**src/pkg/pcg_pkg.sv**
```systemverilog
// Constants and types shared by the PLL clock control block.
// Assumes a single 125 MHz core clock and a 16-bit register port.
`default_nettype none
package pcg_pkg;
	// ==========================================================
	// Register offsets
	localparam logic [15:0] ADDR_FEEDBACK = 16'hF000;
	localparam logic [15:0] ADDR_PRESCALE = 16'hF001;
	localparam logic [15:0] ADDR_SOURCE   = 16'hF002;
	localparam logic [15:0] ADDR_PLL_ON   = 16'hF003;
	localparam logic [15:0] ADDR_LOCK     = 16'hF004;
	localparam logic [15:0] ADDR_RATIO    = 16'hF005;
	localparam logic [15:0] ADDR_WATCHDOG = 16'hF006;
	localparam logic [15:0] ADDR_IRQ_STAT = 16'hF010;
	localparam logic [15:0] ADDR_IRQ_MASK = 16'hF011;
	localparam logic [15:0] ADDR_G1_DEN   = 16'hF020;
	localparam logic [15:0] ADDR_G1_NUM   = 16'hF021;
	localparam logic [15:0] ADDR_G2_DEN   = 16'hF022;
	localparam logic [15:0] ADDR_G2_NUM   = 16'hF023;
	localparam logic [15:0] ADDR_G3_DEN   = 16'hF024;
	localparam logic [15:0] ADDR_G3_NUM   = 16'hF025;
	localparam logic [15:0] ADDR_G3_SRC   = 16'hF026;
	localparam logic [15:0] ADDR_G3_LOCK  = 16'hF027;
	localparam logic [15:0] ADDR_PAD      = 16'hF7A3;
	// ==========================================================
	// Values after reset
	localparam logic [15:0] FEEDBACK_RST = 16'h0060;
	localparam logic [15:0] PRESCALE_RST = 16'h0004;
	localparam logic [15:0] G1_NUM_RST   = 16'h0001;
	localparam logic [15:0] G1_DEN_RST   = 16'h0006;
	localparam logic [15:0] G2_NUM_RST   = 16'h0001;
	localparam logic [15:0] G2_DEN_RST   = 16'h0009;
	localparam logic [15:0] G3_NUM_RST   = 16'h0001;
	localparam logic [15:0] G3_DEN_RST   = 16'h0001;
	localparam logic [2:0]  PAD_RST      = 3'h1;
	// ==========================================================
	// Field positions and widths
	localparam int unsigned G12_W       = 9;
	localparam int unsigned G3_W        = 16;
	localparam int unsigned IRQ_W       = 3;
	localparam int unsigned IRQ_LOCK_UP = 0;
	localparam int unsigned IRQ_WDOG    = 1;
	localparam int unsigned IRQ_G3_LOCK = 2;
	localparam int unsigned PAD_SLEW    = 2;
	localparam logic [7:0]  GEN_DIV_LAST = 8'hFF;
	localparam int unsigned BOARD_CLOCK_OUTPUT_PIN_UNIT_SH = 3;
	// ==========================================================
	// Timing
	localparam int unsigned CLK_PERIOD_NS = 8;
	localparam int unsigned PLL_LOCK_NS   = 10000;
	localparam int unsigned WDOG_NS       = 20000;
	localparam logic [15:0] PLL_LOCK_CYC =
		16'((PLL_LOCK_NS + CLK_PERIOD_NS - 1) / CLK_PERIOD_NS);
	localparam logic [15:0] WDOG_CYC = 16'(WDOG_NS / CLK_PERIOD_NS);
	// ==========================================================
	// Enumerations
	typedef enum logic [1:0] {
		PLL_OFF     = 2'b00,
		PLL_LOCKING = 2'b01,
		PLL_LOCKED  = 2'b10,
		PLL_FAULT   = 2'b11
	} pcg_pll_state_t;
endpackage
`default_nettype wire

```
**src/pkg/pcg_gen_if.sv**
```systemverilog
// Link between the clock control and one fractional clock generator.
// Assumes both ends run on the core clock.
`timescale 1ns/1ns
`default_nettype none
interface pcg_gen_if #(parameter int unsigned W = 9);
	logic [W-1:0] num;
	logic [W-1:0] den;
	logic         step;
	logic         restart;
	logic [4:0]   clks;
	logic         locked;
	modport gen(input num, den, step, restart, output clks, locked);
	modport ctl(output num, den, step, restart, input clks, locked);
endinterface
`default_nettype wire

```
**src/core/pcg_frac_gen.sv**
```systemverilog
// One fractional audio clock generator, output = step rate * N / (1024 * M).
// Assumes step is a one-cycle enable at the system clock rate.
`timescale 1ns/1ns
`default_nettype none
module pcg_frac_gen #(
	parameter int unsigned W = 9
) (
	input  wire logic core_clk,
	input  wire logic rst_b,
	pcg_gen_if.gen    gi
);
	typedef struct packed {
		logic [7:0] div;
		logic [W:0] acc;
		logic [3:0] ph;
		logic [4:0] tick;
		logic       locked;
	} pcg_gen_state_t;

	pcg_gen_state_t q, d;
	logic [W:0]     sum;

	// Picks which of the five rates fire on a quad-rate tick.
	function automatic logic [4:0] fire_mask(input logic [3:0] ph);
		fire_mask = {ph == 4'hF, ph[2:0] == 3'h7, ph[1:0] == 2'h3, ph[0], 1'b1};
	endfunction

	// =========================================================
	// Divide by 256 first, then scale by N/M; that yields the quad rate.
	always_comb begin
		d = q;
		d.tick = 5'h00;
		sum = q.acc + {1'b0, gi.num};
		if (gi.restart) begin
			d.div = 8'h00;
			d.acc = '0;
			d.ph = 4'h0;
			d.locked = 1'b0;
		end else if (gi.step) begin
			d.div = q.div + 8'h01;
			// A zero denominator stops the generator instead of dividing by zero.
			if (q.div == pcg_pkg::GEN_DIV_LAST && gi.den != '0) begin
				if (sum >= {1'b0, gi.den}) begin
					d.acc = sum - {1'b0, gi.den};
					d.ph = q.ph + 4'h1;
					d.tick = fire_mask(q.ph);
					if (q.ph[1:0] == 2'h3) begin
						d.locked = 1'b1;
					end
				end else begin
					d.acc = sum;
				end
			end
		end
	end

	// =========================================================
	// Single state register.
	always_ff @(posedge core_clk or negedge rst_b) begin
		if (!rst_b) begin
			q <= '0;
		end else begin
			q <= d;
		end
	end

	// Ticks are registered, so every rate is glitch free on the core clock.
	assign gi.clks = q.tick;
	assign gi.locked = q.locked;
endmodule
`default_nettype wire

```
**src/core/pcg_top.sv**
```systemverilog
// PLL control, clock output and three audio clock generators.
// Assumes register strobes and all inputs are synchronous to core_clk,
// and that core_clk stands in for the PLL system clock.
`timescale 1ns/1ns
`default_nettype none
// Summary of operation
// - Clock output ratio register selects 1x/2x/4x/8x.
// - Clock output is exact multiple of predivider.
// - Nominal ratios give 3.072 to 24.576 MHz.
// - Pad register sets output drive and slew.
// - Defaults: predivide by 4, feedback 96.
// - Generator one defaults N=1, M=6.
// - Generator two defaults N=1, M=9.
// - Generator three rate is sys/1024*N/M, or ref/1024*N/M with a reference selected.
// - Each generator has own N and M.
// - Feedback, prescale, source, enable are separate registers.
// - PLL lock readable; watchdog control provided.
// - Generator three reference select and lock bit.
// - Dejitter resync is automatic, no software control.
// - Generators one/two 9-bit, three 16-bit.
// - Each generator adds x2, x4, /2, /4.
module pcg_top (
	input  wire logic        core_clk,
	input  wire logic        rst_b,
	input  wire logic [15:0] reg_addr,
	input  wire logic [15:0] reg_wdata,
	input  wire logic        reg_wr,
	input  wire logic        reg_rd,
	output var  logic [15:0] reg_rdata,
	input  wire logic        pll_lock_fault,
	input  wire logic [2:0]  gen_three_ref_tick,
	output var  logic        board_clock_output_pin,
	output var  logic [1:0]  clock_output_drive,
	output var  logic        clock_output_slew,
	output var  logic        pll_locked,
	output var  logic [4:0]  gen_one_clks,
	output var  logic [4:0]  gen_two_clks,
	output var  logic [4:0]  gen_three_clks,
	output var  logic        irq
);
	// =========================================================
	// State
	typedef struct packed {
		logic [15:0]                feedback;
		logic [15:0]                prescale;
		logic [15:0]                source;
		logic                       pll_on;
		logic [1:0]                 ratio;
		logic                       wdog_en;
		logic [8:0]                 g1_num;
		logic [8:0]                 g1_den;
		logic [8:0]                 g2_num;
		logic [8:0]                 g2_den;
		logic [15:0]                g3_num;
		logic [15:0]                g3_den;
		logic [1:0]                 g3_src;
		logic [2:0]                 pad;
		logic [2:0]                 stat;
		logic [2:0]                 mask;
		pcg_pkg::pcg_pll_state_t    pll_st;
		logic [15:0]                lock_cnt;
		logic [15:0]                wd_cnt;
		logic [15:0]                pre_app;
		logic [18:0]                out_cnt;
		logic                       pin;
		logic [15:0]                rdata;
		logic [2:0]                 ref_q;
		logic                       g3_lock_prev;
	} pcg_state_t;

	// Registered state and its next value.
	pcg_state_t  q, d;
	// Decodes and helpers of the combinational logic.
	logic        wr_fb;
	logic        wr_pre;
	logic        on_rise;
	logic        locked_now;
	logic [18:0] half_per;
	logic [2:0]  irq_set;
	logic [2:0]  irq_clr;
	logic        g3_step;

	pcg_gen_if #(.W(pcg_pkg::G12_W)) g1_if ();
	pcg_gen_if #(.W(pcg_pkg::G12_W)) g2_if ();
	pcg_gen_if #(.W(pcg_pkg::G3_W))  g3_if ();

	// Half period in core cycles: eight per predivider count at 1x,
	// shifted by the ratio so the pin is always an exact multiple.
	function automatic logic [18:0] half_period(input logic [15:0] pre,
		input logic [1:0] sel);
		logic [15:0] p;
		p = (pre == 16'h0000) ? 16'h0001 : pre;
		half_period = ({3'h0, p} << pcg_pkg::BOARD_CLOCK_OUTPUT_PIN_UNIT_SH) >> sel;
	endfunction

	// True when this access hits the given register.
	function automatic logic hit(input logic [15:0] a, input logic [15:0] r);
		hit = (a == r);
	endfunction

	// =========================================================
	// Generator links
	assign locked_now = (q.pll_st == pcg_pkg::PLL_LOCKED);
	assign g1_if.num = q.g1_num;
	assign g1_if.den = q.g1_den;
	assign g2_if.num = q.g2_num;
	assign g2_if.den = q.g2_den;
	assign g3_if.num = q.g3_num;
	assign g3_if.den = q.g3_den;
	assign g1_if.step = locked_now;
	assign g2_if.step = locked_now;
	assign g3_if.step = g3_step;

	// A changed ratio restarts its generator so no mixed-rate tick escapes.
	assign g1_if.restart = !locked_now
		|| (reg_wr && (hit(reg_addr, pcg_pkg::ADDR_G1_DEN)
		|| hit(reg_addr, pcg_pkg::ADDR_G1_NUM)));

	assign g2_if.restart = !locked_now
		|| (reg_wr && (hit(reg_addr, pcg_pkg::ADDR_G2_DEN)
		|| hit(reg_addr, pcg_pkg::ADDR_G2_NUM)));

	assign g3_if.restart = !locked_now
		|| (reg_wr && (hit(reg_addr, pcg_pkg::ADDR_G3_DEN)
		|| hit(reg_addr, pcg_pkg::ADDR_G3_NUM)
		|| hit(reg_addr, pcg_pkg::ADDR_G3_SRC)));

	// Generator three runs from the system clock or a registered
	// external reference; the register stage is the resync point.
	always_comb begin
		g3_step = 1'b0;
		if (locked_now) begin
			if (q.g3_src == 2'h0) begin
				g3_step = 1'b1;
			end else begin
				// Codes one to three pick one of the reference inputs.
				g3_step = q.ref_q[q.g3_src - 2'h1];
			end
		end
	end

	// Generators one and two carry nine-bit ratios, three sixteen-bit ones.
	pcg_frac_gen #(.W(pcg_pkg::G12_W)) u_gen_one (
		.core_clk (core_clk),
		.rst_b    (rst_b),
		.gi       (g1_if.gen)
	);

	pcg_frac_gen #(.W(pcg_pkg::G12_W)) u_gen_two (
		.core_clk (core_clk),
		.rst_b    (rst_b),
		.gi       (g2_if.gen)
	);

	pcg_frac_gen #(.W(pcg_pkg::G3_W)) u_gen_three (
		.core_clk (core_clk),
		.rst_b    (rst_b),
		.gi       (g3_if.gen)
	);

	// =========================================================
	// Register writes, PLL sequencing, clock output and read data.
	always_comb begin
		d = q;
		wr_fb = reg_wr && hit(reg_addr, pcg_pkg::ADDR_FEEDBACK);
		wr_pre = reg_wr && hit(reg_addr, pcg_pkg::ADDR_PRESCALE);
		// Only an off-to-on edge of the enable latches a new predivider.
		on_rise = reg_wr && hit(reg_addr, pcg_pkg::ADDR_PLL_ON)
			&& reg_wdata[0] && !q.pll_on;
		irq_set = 3'h0;
		irq_clr = 3'h0;
		half_per = half_period(q.pre_app, q.ratio);
		d.ref_q = gen_three_ref_tick;
		d.rdata = 16'h0000;

		// Software writes.
		if (reg_wr) begin
			unique case (reg_addr)
				pcg_pkg::ADDR_FEEDBACK: d.feedback = reg_wdata;
				pcg_pkg::ADDR_PRESCALE: d.prescale = reg_wdata;
				pcg_pkg::ADDR_SOURCE:   d.source = reg_wdata;
				pcg_pkg::ADDR_PLL_ON:   d.pll_on = reg_wdata[0];
				pcg_pkg::ADDR_RATIO:    d.ratio = reg_wdata[1:0];
				pcg_pkg::ADDR_WATCHDOG: d.wdog_en = reg_wdata[0];
				pcg_pkg::ADDR_IRQ_STAT: irq_clr = reg_wdata[2:0];
				pcg_pkg::ADDR_IRQ_MASK: d.mask = reg_wdata[2:0];
				pcg_pkg::ADDR_G1_DEN:   d.g1_den = reg_wdata[8:0];
				pcg_pkg::ADDR_G1_NUM:   d.g1_num = reg_wdata[8:0];
				pcg_pkg::ADDR_G2_DEN:   d.g2_den = reg_wdata[8:0];
				pcg_pkg::ADDR_G2_NUM:   d.g2_num = reg_wdata[8:0];
				pcg_pkg::ADDR_G3_DEN:   d.g3_den = reg_wdata;
				pcg_pkg::ADDR_G3_NUM:   d.g3_num = reg_wdata;
				pcg_pkg::ADDR_G3_SRC:   d.g3_src = reg_wdata[1:0];
				pcg_pkg::ADDR_PAD:      d.pad = reg_wdata[2:0];
				default: ;
			endcase
		end

		// PLL sequencing.
		unique case (q.pll_st)
			pcg_pkg::PLL_OFF: begin
				if (on_rise) begin
					// The new predivider only reaches the pin on re-enable.
					d.pre_app = q.prescale;
					d.pll_st = pcg_pkg::PLL_LOCKING;
					d.lock_cnt = 16'h0000;
					d.wd_cnt = 16'h0000;
				end
			end
			pcg_pkg::PLL_LOCKING: begin
				d.lock_cnt = q.lock_cnt + 16'h0001;
				d.wd_cnt = q.wd_cnt + 16'h0001;
				// A faulty loop never settles, so the count holds at zero.
				if (pll_lock_fault) begin
					d.lock_cnt = 16'h0000;
				end else if (q.lock_cnt == pcg_pkg::PLL_LOCK_CYC - 16'h0001) begin
					d.pll_st = pcg_pkg::PLL_LOCKED;
					irq_set[pcg_pkg::IRQ_LOCK_UP] = 1'b1;
				end

				// The watchdog kicks a stuck lock attempt and flags it.
				if (q.wdog_en && q.wd_cnt == pcg_pkg::WDOG_CYC - 16'h0001) begin
					d.lock_cnt = 16'h0000;
					d.wd_cnt = 16'h0000;
					irq_set[pcg_pkg::IRQ_WDOG] = 1'b1;
				end
			end
			pcg_pkg::PLL_LOCKED: begin
				if (pll_lock_fault) begin
					// Without the watchdog a lost lock waits for software.
					d.pll_st = q.wdog_en ? pcg_pkg::PLL_LOCKING : pcg_pkg::PLL_FAULT;
					d.lock_cnt = 16'h0000;
					d.wd_cnt = 16'h0000;
					irq_set[pcg_pkg::IRQ_WDOG] = 1'b1;
				end
			end
			pcg_pkg::PLL_FAULT: begin
				// Held until software clears the enable or writes a divider; nothing retries here.
			end
		endcase

		// Divider changes while running drop lock until it settles again.
		if ((wr_fb || wr_pre) && q.pll_st != pcg_pkg::PLL_OFF) begin
			d.pll_st = pcg_pkg::PLL_LOCKING;
			d.lock_cnt = 16'h0000;
			d.wd_cnt = 16'h0000;
		end

		// Turning the PLL off wins over every other transition.
		if (!d.pll_on) begin
			d.pll_st = pcg_pkg::PLL_OFF;
		end

		// Clock output, driven low from the cycle after the PLL leaves lock.
		// The counter restarts on each toggle, so a new ratio lands within a half period.
		if (locked_now) begin
			if (q.out_cnt >= half_per - 19'h00001) begin
				d.out_cnt = 19'h00000;
				d.pin = !q.pin;
			end else begin
				d.out_cnt = q.out_cnt + 19'h00001;
			end
		end else begin
			d.out_cnt = 19'h00000;
			d.pin = 1'b0;
		end

		// Generator three lock event on its rising edge.
		d.g3_lock_prev = g3_if.locked;
		if (g3_if.locked && !q.g3_lock_prev) begin
			irq_set[pcg_pkg::IRQ_G3_LOCK] = 1'b1;
		end

		// A new event in the clearing cycle survives.
		d.stat = (q.stat & ~irq_clr) | irq_set;

		// Read data stands only in the cycle after the strobe.
		if (reg_rd) begin
			unique case (reg_addr)
				pcg_pkg::ADDR_FEEDBACK: d.rdata = q.feedback;
				pcg_pkg::ADDR_PRESCALE: d.rdata = q.prescale;
				pcg_pkg::ADDR_SOURCE:   d.rdata = q.source;
				pcg_pkg::ADDR_PLL_ON:   d.rdata = {15'h0000, q.pll_on};
				pcg_pkg::ADDR_LOCK:     d.rdata = {15'h0000, locked_now};
				pcg_pkg::ADDR_RATIO:    d.rdata = {14'h0000, q.ratio};
				pcg_pkg::ADDR_WATCHDOG: d.rdata = {15'h0000, q.wdog_en};
				pcg_pkg::ADDR_IRQ_STAT: d.rdata = {13'h0000, q.stat};
				pcg_pkg::ADDR_IRQ_MASK: d.rdata = {13'h0000, q.mask};
				pcg_pkg::ADDR_G1_DEN:   d.rdata = {7'h00, q.g1_den};
				pcg_pkg::ADDR_G1_NUM:   d.rdata = {7'h00, q.g1_num};
				pcg_pkg::ADDR_G2_DEN:   d.rdata = {7'h00, q.g2_den};
				pcg_pkg::ADDR_G2_NUM:   d.rdata = {7'h00, q.g2_num};
				pcg_pkg::ADDR_G3_DEN:   d.rdata = q.g3_den;
				pcg_pkg::ADDR_G3_NUM:   d.rdata = q.g3_num;
				pcg_pkg::ADDR_G3_SRC:   d.rdata = {14'h0000, q.g3_src};
				pcg_pkg::ADDR_G3_LOCK:  d.rdata = {15'h0000, g3_if.locked};
				pcg_pkg::ADDR_PAD:      d.rdata = {13'h0000, q.pad};
				default:                d.rdata = 16'h0000;
			endcase
		end
	end

	// =========================================================
	// State register with documented defaults.
	always_ff @(posedge core_clk or negedge rst_b) begin
		if (!rst_b) begin
			// Fields not named below clear to zero.
			q <= '0;
			q.feedback <= pcg_pkg::FEEDBACK_RST;
			q.prescale <= pcg_pkg::PRESCALE_RST;
			q.pre_app <= pcg_pkg::PRESCALE_RST;
			q.wdog_en <= 1'b1;
			q.g1_num <= pcg_pkg::G1_NUM_RST[8:0];
			q.g1_den <= pcg_pkg::G1_DEN_RST[8:0];
			q.g2_num <= pcg_pkg::G2_NUM_RST[8:0];
			q.g2_den <= pcg_pkg::G2_DEN_RST[8:0];
			q.g3_num <= pcg_pkg::G3_NUM_RST;
			q.g3_den <= pcg_pkg::G3_DEN_RST;
			q.pad <= pcg_pkg::PAD_RST;
			q.pll_st <= pcg_pkg::PLL_OFF;
		end else begin
			q <= d;
		end
	end

	// =========================================================
	// Outputs, all from flip-flops except the interrupt level and the lock flag decode.
	assign reg_rdata = q.rdata;
	assign board_clock_output_pin = q.pin;
	// Pad controls follow the register one cycle after a write.
	assign clock_output_drive = q.pad[1:0];
	assign clock_output_slew = q.pad[pcg_pkg::PAD_SLEW];
	assign pll_locked = locked_now;
	assign gen_one_clks = g1_if.clks;
	assign gen_two_clks = g2_if.clks;
	assign gen_three_clks = g3_if.clks;
	// The interrupt is a level, high while any unmasked status bit is set.
	assign irq = |(q.stat & q.mask);
endmodule
`default_nettype wire

```
**config.mk**
```make
export PLATFORM = sky130hd
export DESIGN_NAME = pcg_top
export DESIGN_NICKNAME = d
export VERILOG_FILES = /design/src/pkg/pcg_pkg.sv /design/src/pkg/pcg_gen_if.sv /design/src/core/pcg_frac_gen.sv /design/src/core/pcg_top.sv
export SDC_FILE = /design/constraint.sdc
export NUM_CORES = 1
export LEC_CHECK = 0
export ABC_CLOCK_PERIOD_IN_PS = 4100
export BUFFER_PORTS_ARGS = -buffer_cell sky130_fd_sc_hd__buf_4
export CORE_MARGIN = 4
export CORE_UTILIZATION = 50
export DETAILED_ROUTE_END_ITERATION = 8
export PLACE_DENSITY = 0.73
export SLEW_MARGIN = 20
export SYNTH_ARGS = -nofsm -noshare
export SYNTH_HDL_FRONTEND = slang
export SYNTH_SLANG_ARGS = --single-unit
```
**constraint.sdc**
```tcl
create_clock -name core_clk -period 4.1 [get_ports core_clk]
set_clock_uncertainty 0.15 [all_clocks]
set_input_delay 0.41 -clock core_clk [delete_from_list [all_inputs] [get_ports core_clk]]
set_output_delay 0.41 -clock core_clk [all_outputs]
set_load 0.01 [all_outputs]
```
# After elaboration in Yosys (flattened, before gate mapping)
# Index checks and enable logic that the tools add are counted.
classes:
  n_addsub: 17
  magnitude_cmp: 5
  eq_ne: 42
  shift: 1
  muxes: 63
  n_bitwise: 4
  reduce_logical: 69
ops:
  columns: ["op", "n"]
  rows:
  - ["$eq 16x16->1 const B", 18]
  - ["$pmux 16 s18", 1]
  - ["$pmux 34 s3", 1]
  - ["$mux 16", 5]
  - ["$mux 77", 1]
  - ["$mux 34", 2]
  - ["$mux 20", 3]
  - ["$mux 28", 2]
  - ["$mux 10", 5]
  - ["$mux 50", 1]
  - ["$mux 22", 2]
  - ["$mux 9", 4]
  - ["$reduce_and 2->1", 18]
  - ["$mux 35", 1]
  - ["$add 16x1->16 const B", 2]
  - ["$mux 32", 1]
  - ["$mux 29", 1]
  - ["$mux 27", 1]
  - ["$add 8x1->8 const B", 3]
  - ["$eq 8x8->1 const B", 3]
  - ["$reduce_bool 2->1", 11]
  - ["$add 10x9->10", 2]
  - ["$ge 10x9->1", 2]
  - ["$sub 10x9->10", 2]
  - ["other kinds (45)", 109]
totals:
  register_bits: 310
  inputBits: 40
  out_inout_bits: 37
  wordCells: 239

# Logic depth before layout (Yosys ltp)
logic_depth:
  ltp_word: 8
  depth_mapped: 22
  mapped_depth_nobuf: 19

# Cells and area by module
# A second synthesis with hierarchy kept.
unflattened:
  cells_unflattened: 1995
  hier_area_um2: 19397.4
by_module_without_submodules:
  columns: ["mod", "n_inst", "cells_each", "area_each_um2", "seq_area_each_um2"]
  rows:
  - ["pcg_top", 1, 1085, 11644.9, 5547.8]
  - ["pcg_frac_gen at u_gen_one ...", 2, 240, 2133.3, 700.7]
  - ["pcg_frac_gen at u_gen_three", 1, 430, 3485.8, 875.8]

# Worst setup path after synthesis
# No wires, ideal clock.
synth_timing:
  path_type: "register to register"
  startpoint: "register q, in the netlist g3_if.num[0]"
  endpoint: "register u_gen_three.q[17] (netlist bit)"
  setup_ns: 0.131
  arrival_time_ns: 3.809
  required_ns: 3.819
  path_slack_ns: 0.010
  stages_incl_launch_ff: 18
  n_path_buf: 1
  period_less_slack_ns: 4.090
  cell_sequence: "dfstp_2 > ha_1 > fa_1 > a211oi_1 > o21ai_1 > a31oi_1 > o21bai_1 > a21oi_1 > xnor2_1 > ha_1 > and4_1 > nand2_1 > nor3_1 > or4b_4 > a21oi_4 > buf_6 > mux2i_1 > o21ai_1"
synth_between:
  elab_chain_cells: 6
  elab_cells_between_ends: 7
  classes_between: "2 x add/sub; 1 x order compare; 4 x mux"
synth_rtl:
  columns: ["item", "line", "rtl"]
  rows:
  - ["start: declaration", "pcg_top.sv:72", "pcg_state_t q, d;"]
  - ["$add 17x16->17 *", "pcg_frac_gen.sv:33", "sum = q.acc + {1'b0, gi.num};"]
  - ["$sub 17x16->17 / $ge 17x16->1 (equally long branches)", "pcg_frac_gen.sv:44, pcg_frac_gen.sv:43", null]
  - ["$mux 17 *", "pcg_frac_gen.sv:43", "if (sum >= {1'b0, gi.den}) begin"]
  - ["$mux 27 *", "pcg_frac_gen.sv:42", "if (q.div == pcg_pkg::GEN_DIV_LAST && gi.den != '0) begin"]
  - ["$mux 35 *", "pcg_frac_gen.sv:39", "end else if (gi.step) begin"]
  - ["$mux 29 *", "pcg_frac_gen.sv:34", "if (gi.restart) begin"]
  - ["end signal: assignment", "pcg_frac_gen.sv:61", "q <= '0;"]
  - ["end signal: assignment", "pcg_frac_gen.sv:63", "q <= d;"]
  - ["end: declaration", "pcg_frac_gen.sv:20", "pcg_gen_state_t q, d;"]
# Mark *: on every way between the ends. The rest lies on a longest branch, timed or not. The select of a mux whose other input is x is not followed.
# A chain may end at the register's enable or synchronous reset.

# Worst setup path after layout
layout_timing:
  startpoint: "register u_gen_three.q[10] (netlist bit)"
  endpoint: "register u_gen_three.q[26] (netlist bit)"
layout_between:
  elab_chain_cells: 6
  elab_cells_between_ends: 7
  classes_between: "2 x add/sub; 1 x order compare; 4 x mux"
layout_rtl:
  columns: ["item", "line"]
  rows:
  - ["$add 17x16->17 *", "pcg_frac_gen.sv:33"]
  - ["$sub 17x16->17 / $ge 17x16->1 (equally long branches)", "pcg_frac_gen.sv:44, pcg_frac_gen.sv:43"]
  - ["$mux 17 *", "pcg_frac_gen.sv:43"]
  - ["$mux 27 *", "pcg_frac_gen.sv:42"]
  - ["$mux 35 *", "pcg_frac_gen.sv:39"]
  - ["$mux 29 *", "pcg_frac_gen.sv:34"]
# Marks and branches as above.

==> results_dict.tcl <==
set metrics [dict create \
    numClockSinks 310 \
    holdCritPathClass "primary input to register" \
    n_antenna_cell 0 \
    period_needed_ps 4089 \
    post_drt_via_cell_ratio 6.072 \
    drt-total-wl_mm 47.76 \
    path_depth 19 \
    numCtsBuffers 35 \
    drc_errors 0 \
    fmax_ghz 0.2446 \
    gp_congestion 0.9184 \
    postSynth.topFlopCell "sky130_fd_sc_hd__dfrtp_1" \
    report.power.total_mw 6.406 \
    rsz0062_at_grt "true" \
    boundaryPins 77 \
    synth_sequential_area_ratio 0.4220 \
    cts-root-to-sink-buffers 3 \
    critPathSlowestCell "sky130_fd_sc_hd__a221oi_1" \
    worst_hold_margin_ps 21.27 \
    ys_seq_elements 310 \
    setup_viol 0 \
    cts_tree "yes" \
    synth_area_per_cell_um2 10.13 \
    worst_path_largest_cell_delay_ps 410 \
    worstSetupStartpointType "register" \
    data_required_time_at_the_worst_endpoint_ps 4320 \
    design.core.area_um2 36430 \
    synth_area_um2 18420 \
    design_area_um2 21310 \
    dr_total_vias 14750 \
    die-width_um 200.0 \
    synthesis.nets 1970 \
    htree_levels 2 \
    setup_total_negative_slack_ps 0 \
    grtUsageTotal 0.2350 \
    hold_depth 2 \
    drt.antenna.violating_nets 0 \
    highest_count_cells_in_the_layout_ignoring_fill_and_taps "sky130_fd_sc_hd__dfrtp_1, sky130_fd_sc_hd__buf_4, sky130_fd_sc_hd__mux2_2" \
    power_leakage_nw 9.810 \
    final_nets 2088 \
    maxCapViolCount 0 \
    worst_vdd_drop_uv 243.6 \
    fp.dieH_um 200.0 \
    yosysTopAreaCellShare 0.4021 \
    detailed_place_hpwl_mm 33.89 \
    antenna_found_initial 0 \
    global_route.overflow_total 0 \
    run_status "finished, final reports clean" \
    crit_chain "ha_4, fa_2, a211oi_4, o21ai_2, a21oi_2, o21bai_1, a21oi_2, xnor2_2, ha_4, buf_4, buf_4, nand2_1, nor2_1, a211oi_1, o21ai_0, a221oi_1, a31oi_1, a22oi_1, o31ai_1" \
    post_synth_inst_count 1818 \
    grt_start_max_net_pins 86 \
    finalCoreUtilization 0.5849 \
    grt_pass1_vias 14580 \
    r2r_cells 19 \
    cell_type_group_with_the_largest_total_delay_on_the_critical_path "compound AO/OA/AOI/OAI gates" \
    timing_worst_slew_pin_value_ps 964.1 \
    critical_path_class "register to register" \
    endpoint_kind_of_the_worst_setup_timing_path "register" \
    final-hold-violation-count 0 \
    number_of_warnings_printed_during_yosys_synthesis 0 \
    area_delta_synth_final_pct 15.68 \
    relSlewSlack 0.3549 \
    finalCritPeriodShare 0.9973 \
    asyncSetResetFlopFracSynth 1.000 \
    worst_ep_arrival_time_ps 4310 \
    critPathMaxFanout 4 \
    cts.root.buffer_cell "sky130_fd_sc_hd__clkbuf_16" \
    mostFrequentLayoutCell "sky130_fd_sc_hd__dfrtp_1" \
    wire_length_of_the_first_global_routing_pass_mm 76.16 \
    synth_edf_count 0 \
    clock_latency_ps 530 \
    detail_route.iter0.violations 1361 \
    synthTopCellsByArea "sky130_fd_sc_hd__dfrtp_1, sky130_fd_sc_hd__mux2_2, sky130_fd_sc_hd__ha_1, sky130_fd_sc_hd__nor2_1, sky130_fd_sc_hd__xnor2_1" \
    cellPowerDensity_nw_per_um2 300.6 \
    port_buffers 76 \
    synth_top_cell_by_area "sky130_fd_sc_hd__dfrtp_1" \
    die-area_um2 39980 \
    buffers_and_inverters_on_the_worst_path 2 \
    clk_pin_slew_ps 60 \
    drt-wirelength-per-cell_um 19.66 \
    dr.pass1.iters 6 \
    drive_above_1_share 0.2381 \
    floorplan.initialDensity 0.5056 \
    place_area_um2 19640 \
    finalMaxSlewViolations 0 \
    rows 70 \
    ys_types 82 \
]
[where the power goes]
group / switching (mW) / internal [mW] / total (mW)
logic: 0.112 / 0.0456 / 0.158
clock network: 1.26 / 1.92 / 3.18
registers: 0.000941 / 3.06 / 3.06
[routing by layer]
| layer | global-route usage | vias to the layer above | wire (um) |
|---|---|---|---|
| met3 | 0.03592 | 92 | 2675 |
| met4 | 0.07824 | 0 | 1531 |
| li1 | - | 6878 | - |
| met1 | 0.3136 | 7325 | 20420 |
| met5 | 0 | - | 0 |
| met2 | 0.3951 | 455 | 23130 |
[flip-flops by register name (all words and copies together) (netlist names)]
register                count
u_gen_three.gi.locked       1
u_gen_one.gi.clks           5
u_gen_one.q                22
clock_output_slew           1
g2_if.den                   9
q                         133
reg_rdata                  16
u_gen_two.gi.clks           5
g1_if.num                   9
g1_if.den                   9
board_clock_output_pin      1
u_gen_three.gi.clks         5
u_gen_three.q              29
u_gen_two.q                22
clock_output_drive          2
g3_if.den                  16
g3_if.num                  16
g2_if.num                   9
[metrics by stage]
| stage | instances | worst slack (ps) |
|---|---|---|
| after CTS | 2413 | 3.403 |
| final | 2429 | 10.96 |
| after detailed placement | 2338 | -142.1 |
| after global placement | 2338 | -67.27 |
| after global routing | 2429 | -186.8 |
| after floorplan | 1818 | 9.557 |
[final timing paths]
| path | slack, ps | to | from |
|---|---|---|---|
| worst max register to register | 10 | u_gen_three.q[26]$_DFFE_PN0P_ | u_gen_three.q[10]$_DFFE_PN0P_ |
| worst min-delay path | 20 | q[184]$_DFFE_PN0P_ | reg_wdata[11] |
| min in group asynchronous | 330 | reg_rdata[10]$_DFF_PN0_ | rst_b |
| worst min register to register | 270 | q[95]$_DFF_PN0_ | q[0]$_DFF_PN0_ |
| max in group asynchronous | 2500 | q[171]$_DFFE_PN0P_ | rst_b |
| worst max-delay path | 10 | u_gen_three.q[26]$_DFFE_PN0P_ | u_gen_three.q[10]$_DFFE_PN0P_ |
[final cells by class]
class | count | area (um^2)
Clock buffer | 48 | 974.7
Clock inverter | 14 | 182.7
Fill cell | 2983 | 15120
Inverter | 72 | 270.3
Multi-Input combinational cell | 1344 | 10120
Sequential cell | 310 | 7779
Tap cell | 468 | 585.6
Timing Repair Buffer | 173 | 1403
[worst register-to-register path, delay by kind of cell (launching register included)]
kind,cells,cell delay [ps]
AO/OA/AOI/OAI,11,2030
buffers and inverters,2,280
flip-flops,1,400
XOR/XNOR,1,180
AND/OR/NAND/NOR,2,100
adder cells (fa/ha/maj),3,830
[what timing repair did]
action / in CTS / in global routing
pin swaps: 7 / 33
endpoints found under the hold margin: 94 / 0
endpoints found under the setup margin: 43 / 56
buffers inserted: 3 / 17
hold buffers: 8 / 0
resized for setup: 14 / 54
gates cloned: 2 / 0
[synthesized netlist by cell type (all sizes together), types with 21 or more instances]
cell type	instances
a22o	21
buf	47
nand3	77
nor2b	22
inv	72
xor2	42
nor3	27
a31oi	22
dfrtp	296
mux2	155
nor2	157
and3	43
nand4	28
o21ai	108
nand2	120
clkbuf	45
ha	106
xnor2	64
a21oi	67
mux2i	23
[cell families after synthesis]
family,Yosys count,synth area share
fa+ha+maj,112,0.07851
compound gates,379,0.1385
buf+inv,164,0.04204
xor+xnor,106,0.05039
mux,185,0.1158
simple gates,562,0.1527
flops,310,0.4220
(Power assumes the default switching activity.)
